<file path="src/hw/tic_regs.svh">
// register offsets, field positions, reset values and codes of the timer channel block
// assumes a 32-bit apb slave, one aligned word per register
`ifndef TIC_REGS_SVH
`define TIC_REGS_SVH
`define TIC_OFF_MAIN 8'h00
`define TIC_OFF_CNT 8'h04
`define TIC_OFF_MOD 8'h08
`define TIC_OFF_CH0_CS 8'h0c
`define TIC_OFF_CH0_VAL 8'h10
`define TIC_OFF_CH1_CS 8'h14
`define TIC_OFF_CH1_VAL 8'h18
`define TIC_OFF_BRK 8'h1c
`define TIC_MAIN_PS_LSB 0
`define TIC_MAIN_STOP_BIT 4
`define TIC_MAIN_RST_BIT 5
`define TIC_BRK_BCE_BIT 0
`define TIC_CS_FLAG_BIT 7
`define TIC_PS_EXT 3'h7
`define TIC_MAIN_RESET 8'h00
`define TIC_MOD_RESET 16'hffff
`define TIC_CS_RESET 8'h00
`endif

</file>
<file path="src/hw/tic_pkg.sv">
// types shared by the timer channel block
// assumes tic_regs.svh for all numeric codes
package tic_pkg;
   typedef enum logic [1:0] {
      TIC_ELS_OFF,
      TIC_ELS_A,
      TIC_ELS_B,
      TIC_ELS_AB
   } tic_els_t;
   // layout matches the channel control/status byte, msb first
   typedef struct packed {
      logic flag;
      logic irq_en;
      logic buf_sel;
      logic oc_mode;
      tic_els_t els;
      logic tov;
      logic chmax;
   } tic_chcfg_t;
   typedef struct packed {
      logic rise;
      logic fall;
      logic lvl;
   } tic_pin_t;
endpackage : tic_pkg

</file>
<file path="src/hw/tic_pin_sync.sv">
// synchroniser and edge detector for the timer pins
// assumes pins are slow against pclk
`timescale 1ns/1ps
module tic_pin_sync import tic_pkg::*; #(
   parameter int W = 3
) (
   input wire logic pclk,
   input wire logic presetn,
   input wire logic [W-1:0] pin,
   output tic_pin_t ev [W]
);
   logic [W-1:0] s1_r;
   logic [W-1:0] s2_r;
   logic [W-1:0] s3_r;
   always_ff @(posedge pclk or negedge presetn) begin
      if (!presetn) begin
         s1_r <= '0;
         s2_r <= '0;
         s3_r <= '0;
      end else begin
         s1_r <= pin;
         s2_r <= s1_r;
         s3_r <= s2_r;
      end
   end
   for (genvar i = 0; i < W; i++) begin : g_ev
      assign ev[i].rise = s2_r[i] & ~s3_r[i];
      assign ev[i].fall = ~s2_r[i] & s3_r[i];
      assign ev[i].lvl = s2_r[i];
   end
endmodule : tic_pin_sync

</file>
<file path="src/hw/tic_channel.sv">
// one capture/compare channel: value register, edge match, compare match, pin level
// assumes cnt_upd pulses in the cycle after the counter moved
`timescale 1ns/1ps
module tic_channel import tic_pkg::*; #(
   parameter int CNT_W = 16,
   parameter bit BUF_EN = 1'b0
) (
   input wire logic pclk,
   input wire logic presetn,
   input tic_chcfg_t cfg,
   input wire logic [CNT_W-1:0] cnt,
   input wire logic cnt_upd,
   input wire logic ovf,
   input tic_pin_t pin,
   input wire logic val_we,
   input wire logic [CNT_W-1:0] val_wdata,
   output logic [CNT_W-1:0] val,
   output logic pin_lvl,
   output logic event_hit
);
   logic [CNT_W-1:0] val_r;
   logic [CNT_W-1:0] shadow_r;
   logic shadow_pend_r;
   logic pin_r;
   logic cap_hit;
   logic cmp_hit;
   logic buf_on;
   assign buf_on = BUF_EN & cfg.buf_sel;
   always_comb begin
      cap_hit = 1'b0;
      if (!cfg.oc_mode) begin
         case (cfg.els)
            TIC_ELS_A: cap_hit = pin.rise;
            TIC_ELS_B: cap_hit = pin.fall;
            TIC_ELS_AB: cap_hit = pin.rise | pin.fall;
            default: cap_hit = 1'b0;
         endcase
      end
   end
   assign cmp_hit = cfg.oc_mode & cnt_upd & (cnt == val_r);
   assign event_hit = cap_hit | cmp_hit;
   assign val = val_r;
   assign pin_lvl = pin_r;
   // a buffered write lands at overflow so a pwm period never sees a half-updated value
   always_ff @(posedge pclk or negedge presetn) begin
      if (!presetn) begin
         val_r <= '0;
         shadow_r <= '0;
         shadow_pend_r <= 1'b0;
      end else if (cap_hit) begin
         val_r <= cnt;
      end else if (val_we && buf_on) begin
         shadow_r <= val_wdata;
         shadow_pend_r <= 1'b1;
      end else if (val_we) begin
         val_r <= val_wdata;
      end else if (ovf && shadow_pend_r) begin
         val_r <= shadow_r;
         shadow_pend_r <= 1'b0;
      end
   end
   always_ff @(posedge pclk or negedge presetn) begin
      if (!presetn) begin
         pin_r <= 1'b0;
      end else if (cfg.chmax) begin
         pin_r <= (cfg.els == TIC_ELS_AB);
      end else if (cmp_hit) begin
         case (cfg.els)
            TIC_ELS_A: pin_r <= ~pin_r;
            TIC_ELS_B: pin_r <= 1'b0;
            TIC_ELS_AB: pin_r <= 1'b1;
            default: pin_r <= pin_r;
         endcase
      end else if (ovf && cfg.tov) begin
         pin_r <= ~pin_r;
      end
   end
endmodule : tic_channel

</file>
<file path="src/hw/tic_top.sv">
// timer capture/compare block: apb registers, prescaler, counter, two channels, pin muxing
// assumes break_active and wait_mode come from the system integration unit, synchronous to pclk
// Contract
// - timer runs in wait; register access refused there; enabled request wakes processor.
// - counter holds while break is active.
// - break_clear_enable set: flags may be cleared in break, staying cleared.
// - break_clear_enable clear: accesses in break never alter status flags.
// - first clear step before break survives it; second step afterwards clears.
// - prescaler select all ones picks external clock pin as counter source.
// - external clock pin is input while selected, whatever port direction says.
// - three port a lines shared: two channel pins and external clock.
// - channels independently capture or compare; only channel 0 buffers.
// - capture trigger: rising, falling or either edge.
// - compare match drives high, low or toggles output.
// - output may toggle on overflow; duty forced to 0% or 100%.
// - capture edge sets channel event flag.
// - counter equal to compare value sets channel event flag.
// - flag cleared by read with flag set, then writing 0.
// - new event between read and write makes clearing write ignored.
// - reset clears flag; writing 1 to flag does nothing.
// - interrupt enable lets flag raise request; reset clears it.
// - buffered mode select exists only in channel 0 register.
`timescale 1ns/1ps
`include "tic_regs.svh"
module tic_top import tic_pkg::*; #(
   parameter int CNT_W = 16
) (
   input wire logic pclk,
   input wire logic presetn,
   input wire logic psel,
   input wire logic penable,
   input wire logic pwrite,
   input wire logic [7:0] paddr,
   input wire logic [31:0] pwdata,
   output logic [31:0] prdata,
   output logic pready,
   output logic pslverr,
   input wire logic break_active,
   input wire logic wait_mode,
   input wire logic [2:0] port_dir,
   input wire logic [2:0] port_data,
   input wire logic [2:0] pin_in,
   output logic [2:0] pin_out,
   output logic [2:0] pin_oe,
   output logic [1:0] ch_irq,
   output logic wake_req
);
   logic pready_r;
   logic pslverr_r;
   logic [31:0] prdata_r;
   logic [2:0] ps_r;
   logic stop_r;
   logic bce_r;
   logic [CNT_W-1:0] mod_r;
   logic [CNT_W-1:0] cnt_r;
   logic cnt_upd_r;
   logic ovf_r;
   logic [6:0] div_r;
   logic [6:0] div_mask;
   logic tick;
   logic run;
   logic [1:0] flag_r;
   logic [1:0] arm_r;
   logic [1:0] ch_irq_r;
   logic wake_r;
   logic [2:0] pin_out_r;
   logic [2:0] pin_oe_r;
   tic_chcfg_t cfg_r [2];
   tic_chcfg_t cfg_v [2];
   tic_pin_t pin_ev [3];
   logic [CNT_W-1:0] ch_val [2];
   logic [1:0] ch_ev;
   logic [1:0] ch_lvl;
   logic acc;
   logic wr;
   logic rd;
   logic unmapped;
   logic brk_ok;
   logic [31:0] rd_mux;
   logic [1:0] cs_sel;
   logic [1:0] val_sel;
   logic [1:0] clr_go;
   logic [1:0] arm_go;

   assign prdata = prdata_r;
   assign pready = pready_r;
   assign pslverr = pslverr_r;
   assign ch_irq = ch_irq_r;
   assign wake_req = wake_r;
   assign pin_out = pin_out_r;
   assign pin_oe = pin_oe_r;

   // one wait state so read data and error come from flops
   assign acc = psel & penable & pready_r;
   assign wr = acc & pwrite & ~pslverr_r;
   assign rd = acc & ~pwrite & ~pslverr_r;
   assign brk_ok = ~break_active | bce_r;
   assign cs_sel[0] = (paddr == `TIC_OFF_CH0_CS);
   assign cs_sel[1] = (paddr == `TIC_OFF_CH1_CS);
   assign val_sel[0] = (paddr == `TIC_OFF_CH0_VAL);
   assign val_sel[1] = (paddr == `TIC_OFF_CH1_VAL);

   always_comb begin
      unmapped = 1'b0;
      rd_mux = '0;
      if (paddr == `TIC_OFF_MAIN) begin
         rd_mux[`TIC_MAIN_PS_LSB +: 3] = ps_r;
         rd_mux[`TIC_MAIN_STOP_BIT] = stop_r;
      end else if (paddr == `TIC_OFF_CNT) begin
         rd_mux[CNT_W-1:0] = cnt_r;
      end else if (paddr == `TIC_OFF_MOD) begin
         rd_mux[CNT_W-1:0] = mod_r;
      end else if (cs_sel[0]) begin
         rd_mux[7:0] = cfg_v[0];
      end else if (cs_sel[1]) begin
         rd_mux[7:0] = cfg_v[1];
      end else if (val_sel[0]) begin
         rd_mux[CNT_W-1:0] = ch_val[0];
      end else if (val_sel[1]) begin
         rd_mux[CNT_W-1:0] = ch_val[1];
      end else if (paddr == `TIC_OFF_BRK) begin
         rd_mux[`TIC_BRK_BCE_BIT] = bce_r;
      end else begin
         unmapped = 1'b1;
      end
   end

   always_ff @(posedge pclk or negedge presetn) begin
      if (!presetn) begin
         pready_r <= 1'b0;
         pslverr_r <= 1'b0;
         prdata_r <= '0;
      end else if (psel && penable && !pready_r) begin
         pready_r <= 1'b1;
         pslverr_r <= unmapped | wait_mode;
         prdata_r <= (unmapped || wait_mode || pwrite) ? 32'h0000_0000 : rd_mux;
      end else begin
         pready_r <= 1'b0;
         pslverr_r <= 1'b0;
         prdata_r <= '0;
      end
   end

   always_ff @(posedge pclk or negedge presetn) begin
      if (!presetn) begin
         ps_r <= 3'(`TIC_MAIN_RESET);
         stop_r <= 1'b0;
         bce_r <= 1'b0;
         mod_r <= `TIC_MOD_RESET;
      end else if (wr && paddr == `TIC_OFF_MAIN) begin
         ps_r <= pwdata[`TIC_MAIN_PS_LSB +: 3];
         stop_r <= pwdata[`TIC_MAIN_STOP_BIT];
      end else if (wr && paddr == `TIC_OFF_MOD) begin
         mod_r <= pwdata[CNT_W-1:0];
      end else if (wr && paddr == `TIC_OFF_BRK) begin
         bce_r <= pwdata[`TIC_BRK_BCE_BIT];
      end
   end

   // prescaler: internal tick every 2**ps pclk cycles, or an external clock edge
   always_comb begin
      div_mask = 7'((8'h01 << ps_r) - 8'h01);
      if (ps_r == `TIC_PS_EXT) begin
         tick = pin_ev[2].rise;
      end else begin
         tick = (div_r & div_mask) == div_mask;
      end
   end
   assign run = tick & ~stop_r & ~break_active;

   always_ff @(posedge pclk or negedge presetn) begin
      if (!presetn) begin
         div_r <= '0;
      end else begin
         div_r <= div_r + 7'h01;
      end
   end

   // wait mode does not gate the counter, only the bus
   always_ff @(posedge pclk or negedge presetn) begin
      if (!presetn) begin
         cnt_r <= '0;
         cnt_upd_r <= 1'b0;
         ovf_r <= 1'b0;
      end else begin
         cnt_upd_r <= run;
         ovf_r <= run & (cnt_r == mod_r);
         if (wr && paddr == `TIC_OFF_MAIN && pwdata[`TIC_MAIN_RST_BIT]) begin
            cnt_r <= '0;
         end else if (run && cnt_r == mod_r) begin
            cnt_r <= '0;
         end else if (run) begin
            cnt_r <= cnt_r + 1'b1;
         end
      end
   end

   tic_pin_sync #(.W(3)) u_sync (
      .pclk(pclk),
      .presetn(presetn),
      .pin(pin_in),
      .ev(pin_ev)
   );

   for (genvar i = 0; i < 2; i++) begin : g_ch
      always_comb begin
         cfg_v[i] = cfg_r[i];
         cfg_v[i].flag = flag_r[i];
      end
      assign clr_go[i] = wr & cs_sel[i] & ~pwdata[`TIC_CS_FLAG_BIT] & arm_r[i] & brk_ok;
      assign arm_go[i] = rd & cs_sel[i] & flag_r[i] & brk_ok;

      always_ff @(posedge pclk or negedge presetn) begin
         if (!presetn) begin
            cfg_r[i] <= `TIC_CS_RESET;
         end else if (wr && cs_sel[i]) begin
            cfg_r[i] <= pwdata[7:0];
            cfg_r[i].flag <= 1'b0;
            if (i != 0) begin
               cfg_r[i].buf_sel <= 1'b0;
            end
         end
      end

      // set beats clear in the same cycle; a set also disarms a pending clear
      always_ff @(posedge pclk or negedge presetn) begin
         if (!presetn) begin
            flag_r[i] <= 1'b0;
            arm_r[i] <= 1'b0;
         end else if (ch_ev[i]) begin
            flag_r[i] <= 1'b1;
            arm_r[i] <= 1'b0;
         end else if (clr_go[i]) begin
            flag_r[i] <= 1'b0;
            arm_r[i] <= 1'b0;
         end else if (arm_go[i]) begin
            arm_r[i] <= 1'b1;
         end
      end

      tic_channel #(.CNT_W(CNT_W), .BUF_EN(i == 0)) u_ch (
         .pclk(pclk),
         .presetn(presetn),
         .cfg(cfg_r[i]),
         .cnt(cnt_r),
         .cnt_upd(cnt_upd_r),
         .ovf(ovf_r),
         .pin(pin_ev[i]),
         .val_we(wr & val_sel[i]),
         .val_wdata(pwdata[CNT_W-1:0]),
         .val(ch_val[i]),
         .pin_lvl(ch_lvl[i]),
         .event_hit(ch_ev[i])
      );

      // a channel owns its line only while its edge/level field is non-zero or chmax is set
      always_ff @(posedge pclk or negedge presetn) begin
         if (!presetn) begin
            pin_out_r[i] <= 1'b0;
            pin_oe_r[i] <= 1'b0;
         end else if (cfg_r[i].els != TIC_ELS_OFF || cfg_r[i].chmax) begin
            pin_out_r[i] <= ch_lvl[i];
            pin_oe_r[i] <= cfg_r[i].oc_mode;
         end else begin
            pin_out_r[i] <= port_data[i];
            pin_oe_r[i] <= port_dir[i];
         end
      end

   end

   always_ff @(posedge pclk or negedge presetn) begin
      if (!presetn) begin
         pin_out_r[2] <= 1'b0;
         pin_oe_r[2] <= 1'b0;
      end else begin
         pin_out_r[2] <= port_data[2];
         pin_oe_r[2] <= port_dir[2] & (ps_r != `TIC_PS_EXT);
      end
   end

   always_ff @(posedge pclk or negedge presetn) begin
      if (!presetn) begin
         ch_irq_r <= '0;
         wake_r <= 1'b0;
      end else begin
         ch_irq_r[0] <= flag_r[0] & cfg_r[0].irq_en;
         ch_irq_r[1] <= flag_r[1] & cfg_r[1].irq_en;
         wake_r <= wait_mode & |(flag_r & {cfg_r[1].irq_en, cfg_r[0].irq_en});
      end
   end
endmodule : tic_top

</file>
<file path="config.mk">
export PLATFORM = sky130hd
export DESIGN_NAME = tic_top
export DESIGN_NICKNAME = d
export VERILOG_FILES = /design/src/hw/tic_pkg.sv /design/src/hw/tic_pin_sync.sv /design/src/hw/tic_channel.sv /design/src/hw/tic_top.sv
export VERILOG_INCLUDE_DIRS = /design/src /design/src/hw
export SDC_FILE = /design/constraint.sdc
export NUM_CORES = 1
export LEC_CHECK = 0
export BUFFER_PORTS_ARGS = -buffer_cell sky130_fd_sc_hd__buf_4
export CAP_MARGIN = 10
export CELL_PAD_IN_SITES_DETAIL_PLACEMENT = 1
export CELL_PAD_IN_SITES_GLOBAL_PLACEMENT = 2
export CORE_MARGIN = 1.5
export CORE_UTILIZATION = 38
export CTS_CLUSTER_DIAMETER = 120
export DETAILED_ROUTE_END_ITERATION = 10
export MAX_ROUTING_LAYER = met4
export PLACE_DENSITY = 0.79
export SETUP_SLACK_MARGIN = 0.5
export SYNTH_ARGS = -nofsm -noshare
export SYNTH_HDL_FRONTEND = slang
export SYNTH_SLANG_ARGS = --single-unit
</file>
<file path="constraint.sdc">
create_clock -name pclk -period 3.7 [get_ports pclk]
set_input_delay 0.37 -clock pclk [delete_from_list [all_inputs] [get_ports pclk]]
set_output_delay 0.37 -clock pclk [all_outputs]
set_load 0.005 [all_outputs]
</file>
# Word level (Yosys, flattened, before mapping)

Index checks and enable logic that the tools add are counted.

Register bits after elaboration: 166
Input bits: 56
Output and inout port bits: 43
Word-level logic and storage cells: 235

Add/sub/neg operators: 3
Equality and inequality tests: 23
Shifts and indexed selects: 1
Multiplexer cells: 65
Bitwise logic cells: 61
Reduce and logical (&&, ||, !) cells: 39

Operators by type and width:

| kind                                                                   | count |
|---|---|
| 16-bit two-way mux                                                     | 14 |
| 16-bit equality test                                                   | 3 |
| 1-bit two-way mux                                                      | 40 |
| 1-bit AND                                                              | 38 |
| 8-bit by 5-bit equality test with 1-bit output (second input constant) | 4 |
| 8-bit two-way mux                                                      | 4 |
| 3-bit nonzero test                                                     | 7 |
| 16-bit by 1-bit adder with 16-bit output (second input constant)       | 1 |
| 8-bit by 4-bit equality test with 1-bit output (second input constant) | 2 |
| 15-bit two-way mux                                                     | 1 |
| 1-bit NOT                                                              | 15 |
| 1-bit logical AND                                                      | 13 |
| 1-bit case mux with 3 select lines                                     | 4 |
| 11-bit two-way mux                                                     | 1 |
| 5-bit inequality test (second input constant)                          | 2 |
| 2-bit AND reduction                                                    | 5 |
| 2-bit nonzero test                                                     | 5 |
| 2-bit equality test (second input constant)                            | 4 |
| 8-bit by 3-bit equality test with 1-bit output (second input constant) | 1 |
| 8-bit logical NOT                                                      | 1 |
| 7-bit by 1-bit adder with 7-bit output (second input constant)         | 1 |
| 7-bit AND                                                              | 1 |
| 7-bit equality test                                                    | 1 |
| 1-bit by 3-bit << shifter with 7-bit output (first input constant)     | 1 |
| other kinds (13)                                                       | 23 |

# Longest topological paths before layout

Word-level depth: 13
Mapped depth: 12
Gate-level depth less buffers: 10

# By module

Synthesis repeated with hierarchy kept, for this count alone.

Cells, all modules: 775
Area, all modules: 7920.1 um^2

By module, submodules not included:

| module                      | times used | cells an instance | area each (um^2) | seq. area each (um^2) |
|---|---|---|---|---|
| tic_top                     | 1          | 474               | 4807.1           | 2272.2 |
| tic_channel at g_ch[0].u_ch | 1          | 182               | 1848.0           | 850.8 |
| tic_channel at g_ch[1].u_ch | 1          | 104               | 1002.2           | 425.4 |
| tic_pin_sync                | 1          | 15                | 262.8            | 225.2 |

# Worst setup path before layout

No wires, ideal clock.

Path kind: flip-flop to flip-flop
Start point: register ps_r[1]
End point: register cnt_r[4]
Data arrival time: 2475 ps
Required time: 3578 ps
Path slack: 1104 ps
Cell stages (with the launch flop): 11
Path buffers: 2
Clock period less this slack: 2596 ps
Cells stage by stage: dfrtp_1 > buf_4 > or3_1 > ha_1 > or3_1 > a211oi_2 > nor4_2 > a22oi_4 > nor2_2 > buf_4 > a32o_1

Cells in the longest elaborated chain, start to end: 10
Elaborated cells between the ends (all ways): 12
Classes of those cells: add/sub: 1; eq/ne: 2; shift: 1; mux: 3; bitwise: 3; reduce/logical: 2

RTL lines:

| item                                        | line           | RTL |
|---|---|---|
| start: declaration                          | tic_top.sv:51  | `logic [2:0] ps_r;` |
| start signal: assignment                    | tic_top.sv:146 | `` ps_r <= 3'(`TIC_MAIN_RESET); `` |
| start signal: assignment                    | tic_top.sv:151 | `` ps_r <= pwdata[`TIC_MAIN_PS_LSB +: 3]; `` |
| 1-bit by 3-bit << shifter with 7-bit output | tic_top.sv:162 | `div_mask = 7'((8'h01 << ps_r) - 8'h01);` |
| 7-bit by 1-bit subtractor with 7-bit output | tic_top.sv:162 |  |
| 7-bit AND                                   | tic_top.sv:166 | `tick = (div_r & div_mask) == div_mask;` |
| 7-bit equality test                         | tic_top.sv:166 |  |
| 1-bit two-way mux *                         | tic_top.sv:163 | `` if (ps_r == `TIC_PS_EXT) begin `` |
| 1-bit AND * (2 in series)                   | tic_top.sv:169 | `assign run = tick & ~stop_r & ~break_active;` |
| 1-bit logical AND                           | tic_top.sv:190 | `end else if (run && cnt_r == mod_r) begin` |
| 16-bit two-way mux                          | tic_top.sv:190 |  |
| 16-bit two-way mux                          | tic_top.sv:188 | `` if (wr && paddr == `TIC_OFF_MAIN && pwdata[`TIC_MAIN_RST_BIT]) begin `` |
| end signal: assignment                      | tic_top.sv:193 | `cnt_r <= cnt_r + 1'b1;` |
| end: declaration                            | tic_top.sv:55  | `logic [CNT_W-1:0] cnt_r;` |

Mark *: on every way between the ends. The rest lies on a longest branch, timed or not.
A chain may end at the register's enable or synchronous reset.

# Worst setup path in the final report

Start point: register ps_r[1]
End point: register cnt_r[7]

The elaborated chain is that of the path after synthesis.

==> key figures <==
Routing
  • DRC: 0
  • Via count: 6510
  • Vias per cell: 5.76
  • First DRT Iteration DRCs: 365
  • WL per Instance: 22.8 um
  • Drt pass-1 iters: 5
  • Post-DRT Antenna Nets: 0
  • Total wire length: 25.8 mm

Power
  • Combinational Power Share: 0.085
  • Leakage: 0.00428 uW
  • Worst vdd ir: 0.222 mV
  • PwrDens: 409 nW/um^2
  • P_int: 2830 uW
  • Net Sw Power: 1010 uW
  • Switching Fraction: 0.262
  • Clk pwr share: 0.461
  • Flop pwr share: 0.454

Clock tree
  • CTS Buf Count: 17
  • Setup bufs post-CTS: 0
  • Root Buffer: clkbuf_16
  • H-tree depth: 4
  • CTS max path bufs: 2
  • CTS tree: yes
  • Worst-path clk slew: 70 ps
  • CTS Sinks: 150
  • Worst skew pair latency: 440 ps

STA
  • Final Setup Violations: 0
  • Setup WS post-layout: 771 ps
  • RSZ-0062 raised after global routing: false
  • Min Tclk post-route: 2930 ps
  • Setup TNS: 0 ps
  • Fin. max-slew vios: 0
  • FMAX: 341 MHz
  • Final hold violation count: 0
  • Setup Skew: 15.0 ps
  • Slew @ Worst Pin: 1040 ps
  • Max transition margin: 0.303
  • Final period util: 0.792

Final layout
  • Fillers: 2331
  • Fin util: 0.446
  • Multi-input logic area: 4010 um^2
  • Final std cells w/o fill: 1130
  • Register Area: 3770 um^2
  • Nets: 909
  • Share of layout cells above drive strength 1: 0.244
  • Area Overhead vs Synth: 14.9%

Logic synthesis
  • Synth area leader: dfrtp_1
  • Yosys top cell area share: 0.410
  • Yosys warning count: 0
  • Async SR Flop Fraction: 1.00
  • Flop and latch count out of synthesis: 150
  • Main area contributors after synthesis: dfrtp_1, mux2_2, dfstp_2
  • Post-Synthesis Cells: 795
  • Avg Cell Area, Syn: 10.3 um^2
  • Register area share after synthesis: 0.461
  • Yosys cell types: 68
  • Post-synth EDFFs: 0
  • Main synth FF type: dfrtp_1
  • Mapped Area: 8190 um^2

Floorplanning
  • Die W: 150 um
  • Core ar.: 21100 um^2
  • Die height: 150 um
  • IO Pins: 99
  • # rows: 53
  • Die ar.: 22400 um^2
  • Initial core utilization: 0.388

Critical path
  • Critical path, cell by cell: or3_1, ha_1, nand2b_1, o221ai_1, nor4_2, a22oi_4, inv_2, o21ai_0, a32o_1
  • Top delay family on crit path: simple AND/OR/NAND/NOR gates
  • CP Max Fanout: 15
  • FF-to-FF setup slack: 770 ps
  • Crit. End Element: flip-flop
  • Critical Path Start Type: flip-flop
  • Required @ worst endpoint: 4020 ps
  • Critical path arrival: 3240 ps
  • CP peak stage delay: 530 ps
  • Crit-path slowest cell: dfrtp_1
  • CP bufs+invs: 1
  • Kind of critical path: reg2reg

Flow run
  • Max-cap viol count: 0

Place
  • Routability cong.: 0.846
  • Post-DP HPWL: 18.0 mm
  • Placement Setup Slack: 775 ps
  • Placed insts: 1096
  • Port Buffer Count: 66

Global route
  • Initial antenna violation count: 1
  • Global-route wire length before repair: 40.3 mm
  • Largest net degree at the start of global routing: 98
  • Vias in the first global route: 6865
  • GRT Residual Overflow: 0
  • Tot GR Track Use: 0.249

Status
  • Status: completed

Hold path
  • Hold crit path type: in2reg
==> synthesized netlist by cell type (all sizes together), types with 3 or more instances <==
cell type / n
clkbuf: 18
nor3: 13
inv: 18
a31o: 3
xnor2: 23
mux2: 53
nand3: 21
xor2: 32
nand2: 70
and3: 7
or3: 5
and2: 8
buf: 49
dfstp: 16
a32o: 13
nor4: 16
nand2b: 7
nor2: 54
a21oi: 45
nor3b: 9
a22oi: 21
nor2b: 10
ha: 12
mux2i: 22
nand3b: 4
a31oi: 18
o22ai: 21
dfrtp: 134
a21o: 4
o211ai: 5
nand4: 7
or2: 5
o21ai: 32
==> per-layer routing <==
layer,wire length (um),track usage,part of all wire,vias to the layer above
met4,660,0.0833,0.026,0
met5,0,-,0,-
met2,12500,0.394,0.49,151
li1,-,-,-,2912
met3,1060,0.0393,0.041,51
met1,11600,0.325,0.45,3396
==> power groups by stage <==
stage | Clock (uW) | Combinational [uW] | Sequential [uW]
after floorplan | 0 | 184 | 1760
after global placement | 0 | 312 | 1770
after detailed placement | 0 | 323 | 1770
after CTS | 1780 | 329 | 1740
after global routing | 1870 | 359 | 1750
final | 1770 | 327 | 1750
==> sequential cells by signal, summed over array words and instances (netlist names), 2 cells and up <==
signal              cells
g_ch.u_ch.pin_lvl       2
u_sync.s3_r             3
prdata                 16
cfg_v                   2
pin_out                 3
g_ch.u_ch.val          32
div_r                   7
u_sync.s2_r             3
pin_oe                  3
ps_r                    3
cfg_r                  13
arm_r                   2
cnt_r                  16
ch_irq                  2
u_sync.s1_r             3
mod_r                  16
g_ch.u_ch.shadow_r     16
==> cell type report <==
cell class,count,share of cell area
inverter,18,0.00719
antenna,1,0.000266
clock inverter,13,0.0157
tap,275,0.0366
multi-input combinational,575,0.427
timing repair buffer,79,0.0651
sequential,150,0.401
clock buffer,19,0.0471
==> per-stage QoR <==
stage	cell area (um^2)	hold WS (ps)	total power [uW]
4_1_cts	9400	27.2	3860
3_5_place_dp	8800	348	2100
5_1_grt	9400	19.3	3970
6_report	9400	33.6	3840
2_1_floorplan	8240	74.4	1940
3_3_place_gp	8800	333	2080
==> cell families (layout without fill, tap and decap cells) <==
kind of cell    Yosys count  count (layout)  share of synthesized area
simple gates            242             242                      0.157
other cells               1              17                   0.000458
mux                      75              75                      0.104
fa+ha+maj                12              12                     0.0183
compound gates          175             175                      0.143
flops                   150             150                      0.461
xor+xnor                 55              55                     0.0589
buf+inv                  85             129                     0.0567
==> path summary, 6_finish.rpt <==
check	startpoint	endpoint	cells after the start
max	ps_r[1]	cnt_r[7]	9
min	port_data[2]	pin_out[2]	1
max reg2reg	ps_r[1]	cnt_r[7]	9
min reg2reg	u_sync.s1_r[0]	u_sync.s2_r[0]	0
max in group asynchronous	presetn	mod_r[11]	3
min in group asynchronous	presetn	pin_oe[2]	2
==> what timing repair did <==
item	CTS	global route
hold buffers	1	0
setup endpoints to repair	0	0
gates resized for setup	0	0
hold endpoints to repair	52	0
==> cells in the final DEF, fill, tap and decap left out, types with 3 or more instances in the layout <==
master and instances:
dfstp_2 16, or2_2 3, mux2_4 10, and2_1 8, nor2_1 50, o21ai_0 27, o21ai_2 5, ha_1 12
nand3_1 19, and3_1 6, o22ai_1 21, a21o_1 4, nand4_1 7, a21oi_1 45, mux2i_1 22, buf_4 76
a32o_1 13, xor2_1 32, conb_1 16, a31o_2 3, or3_1 5, mux2_2 43, nand3b_1 4, dfrtp_1 134
nand2_1 69, clkbuf_16 17, xnor2_1 23, o211ai_1 4, nor3b_1 9, clkinv_4 3, clkinvlp_4 4, nor2_2 4
inv_6 3, nor4_1 14, a31oi_1 18, a22oi_1 20, nor2b_1 10, nand2b_1 7, inv_1 17, nor3_1 9
Power figures use the tool's default switching activity.
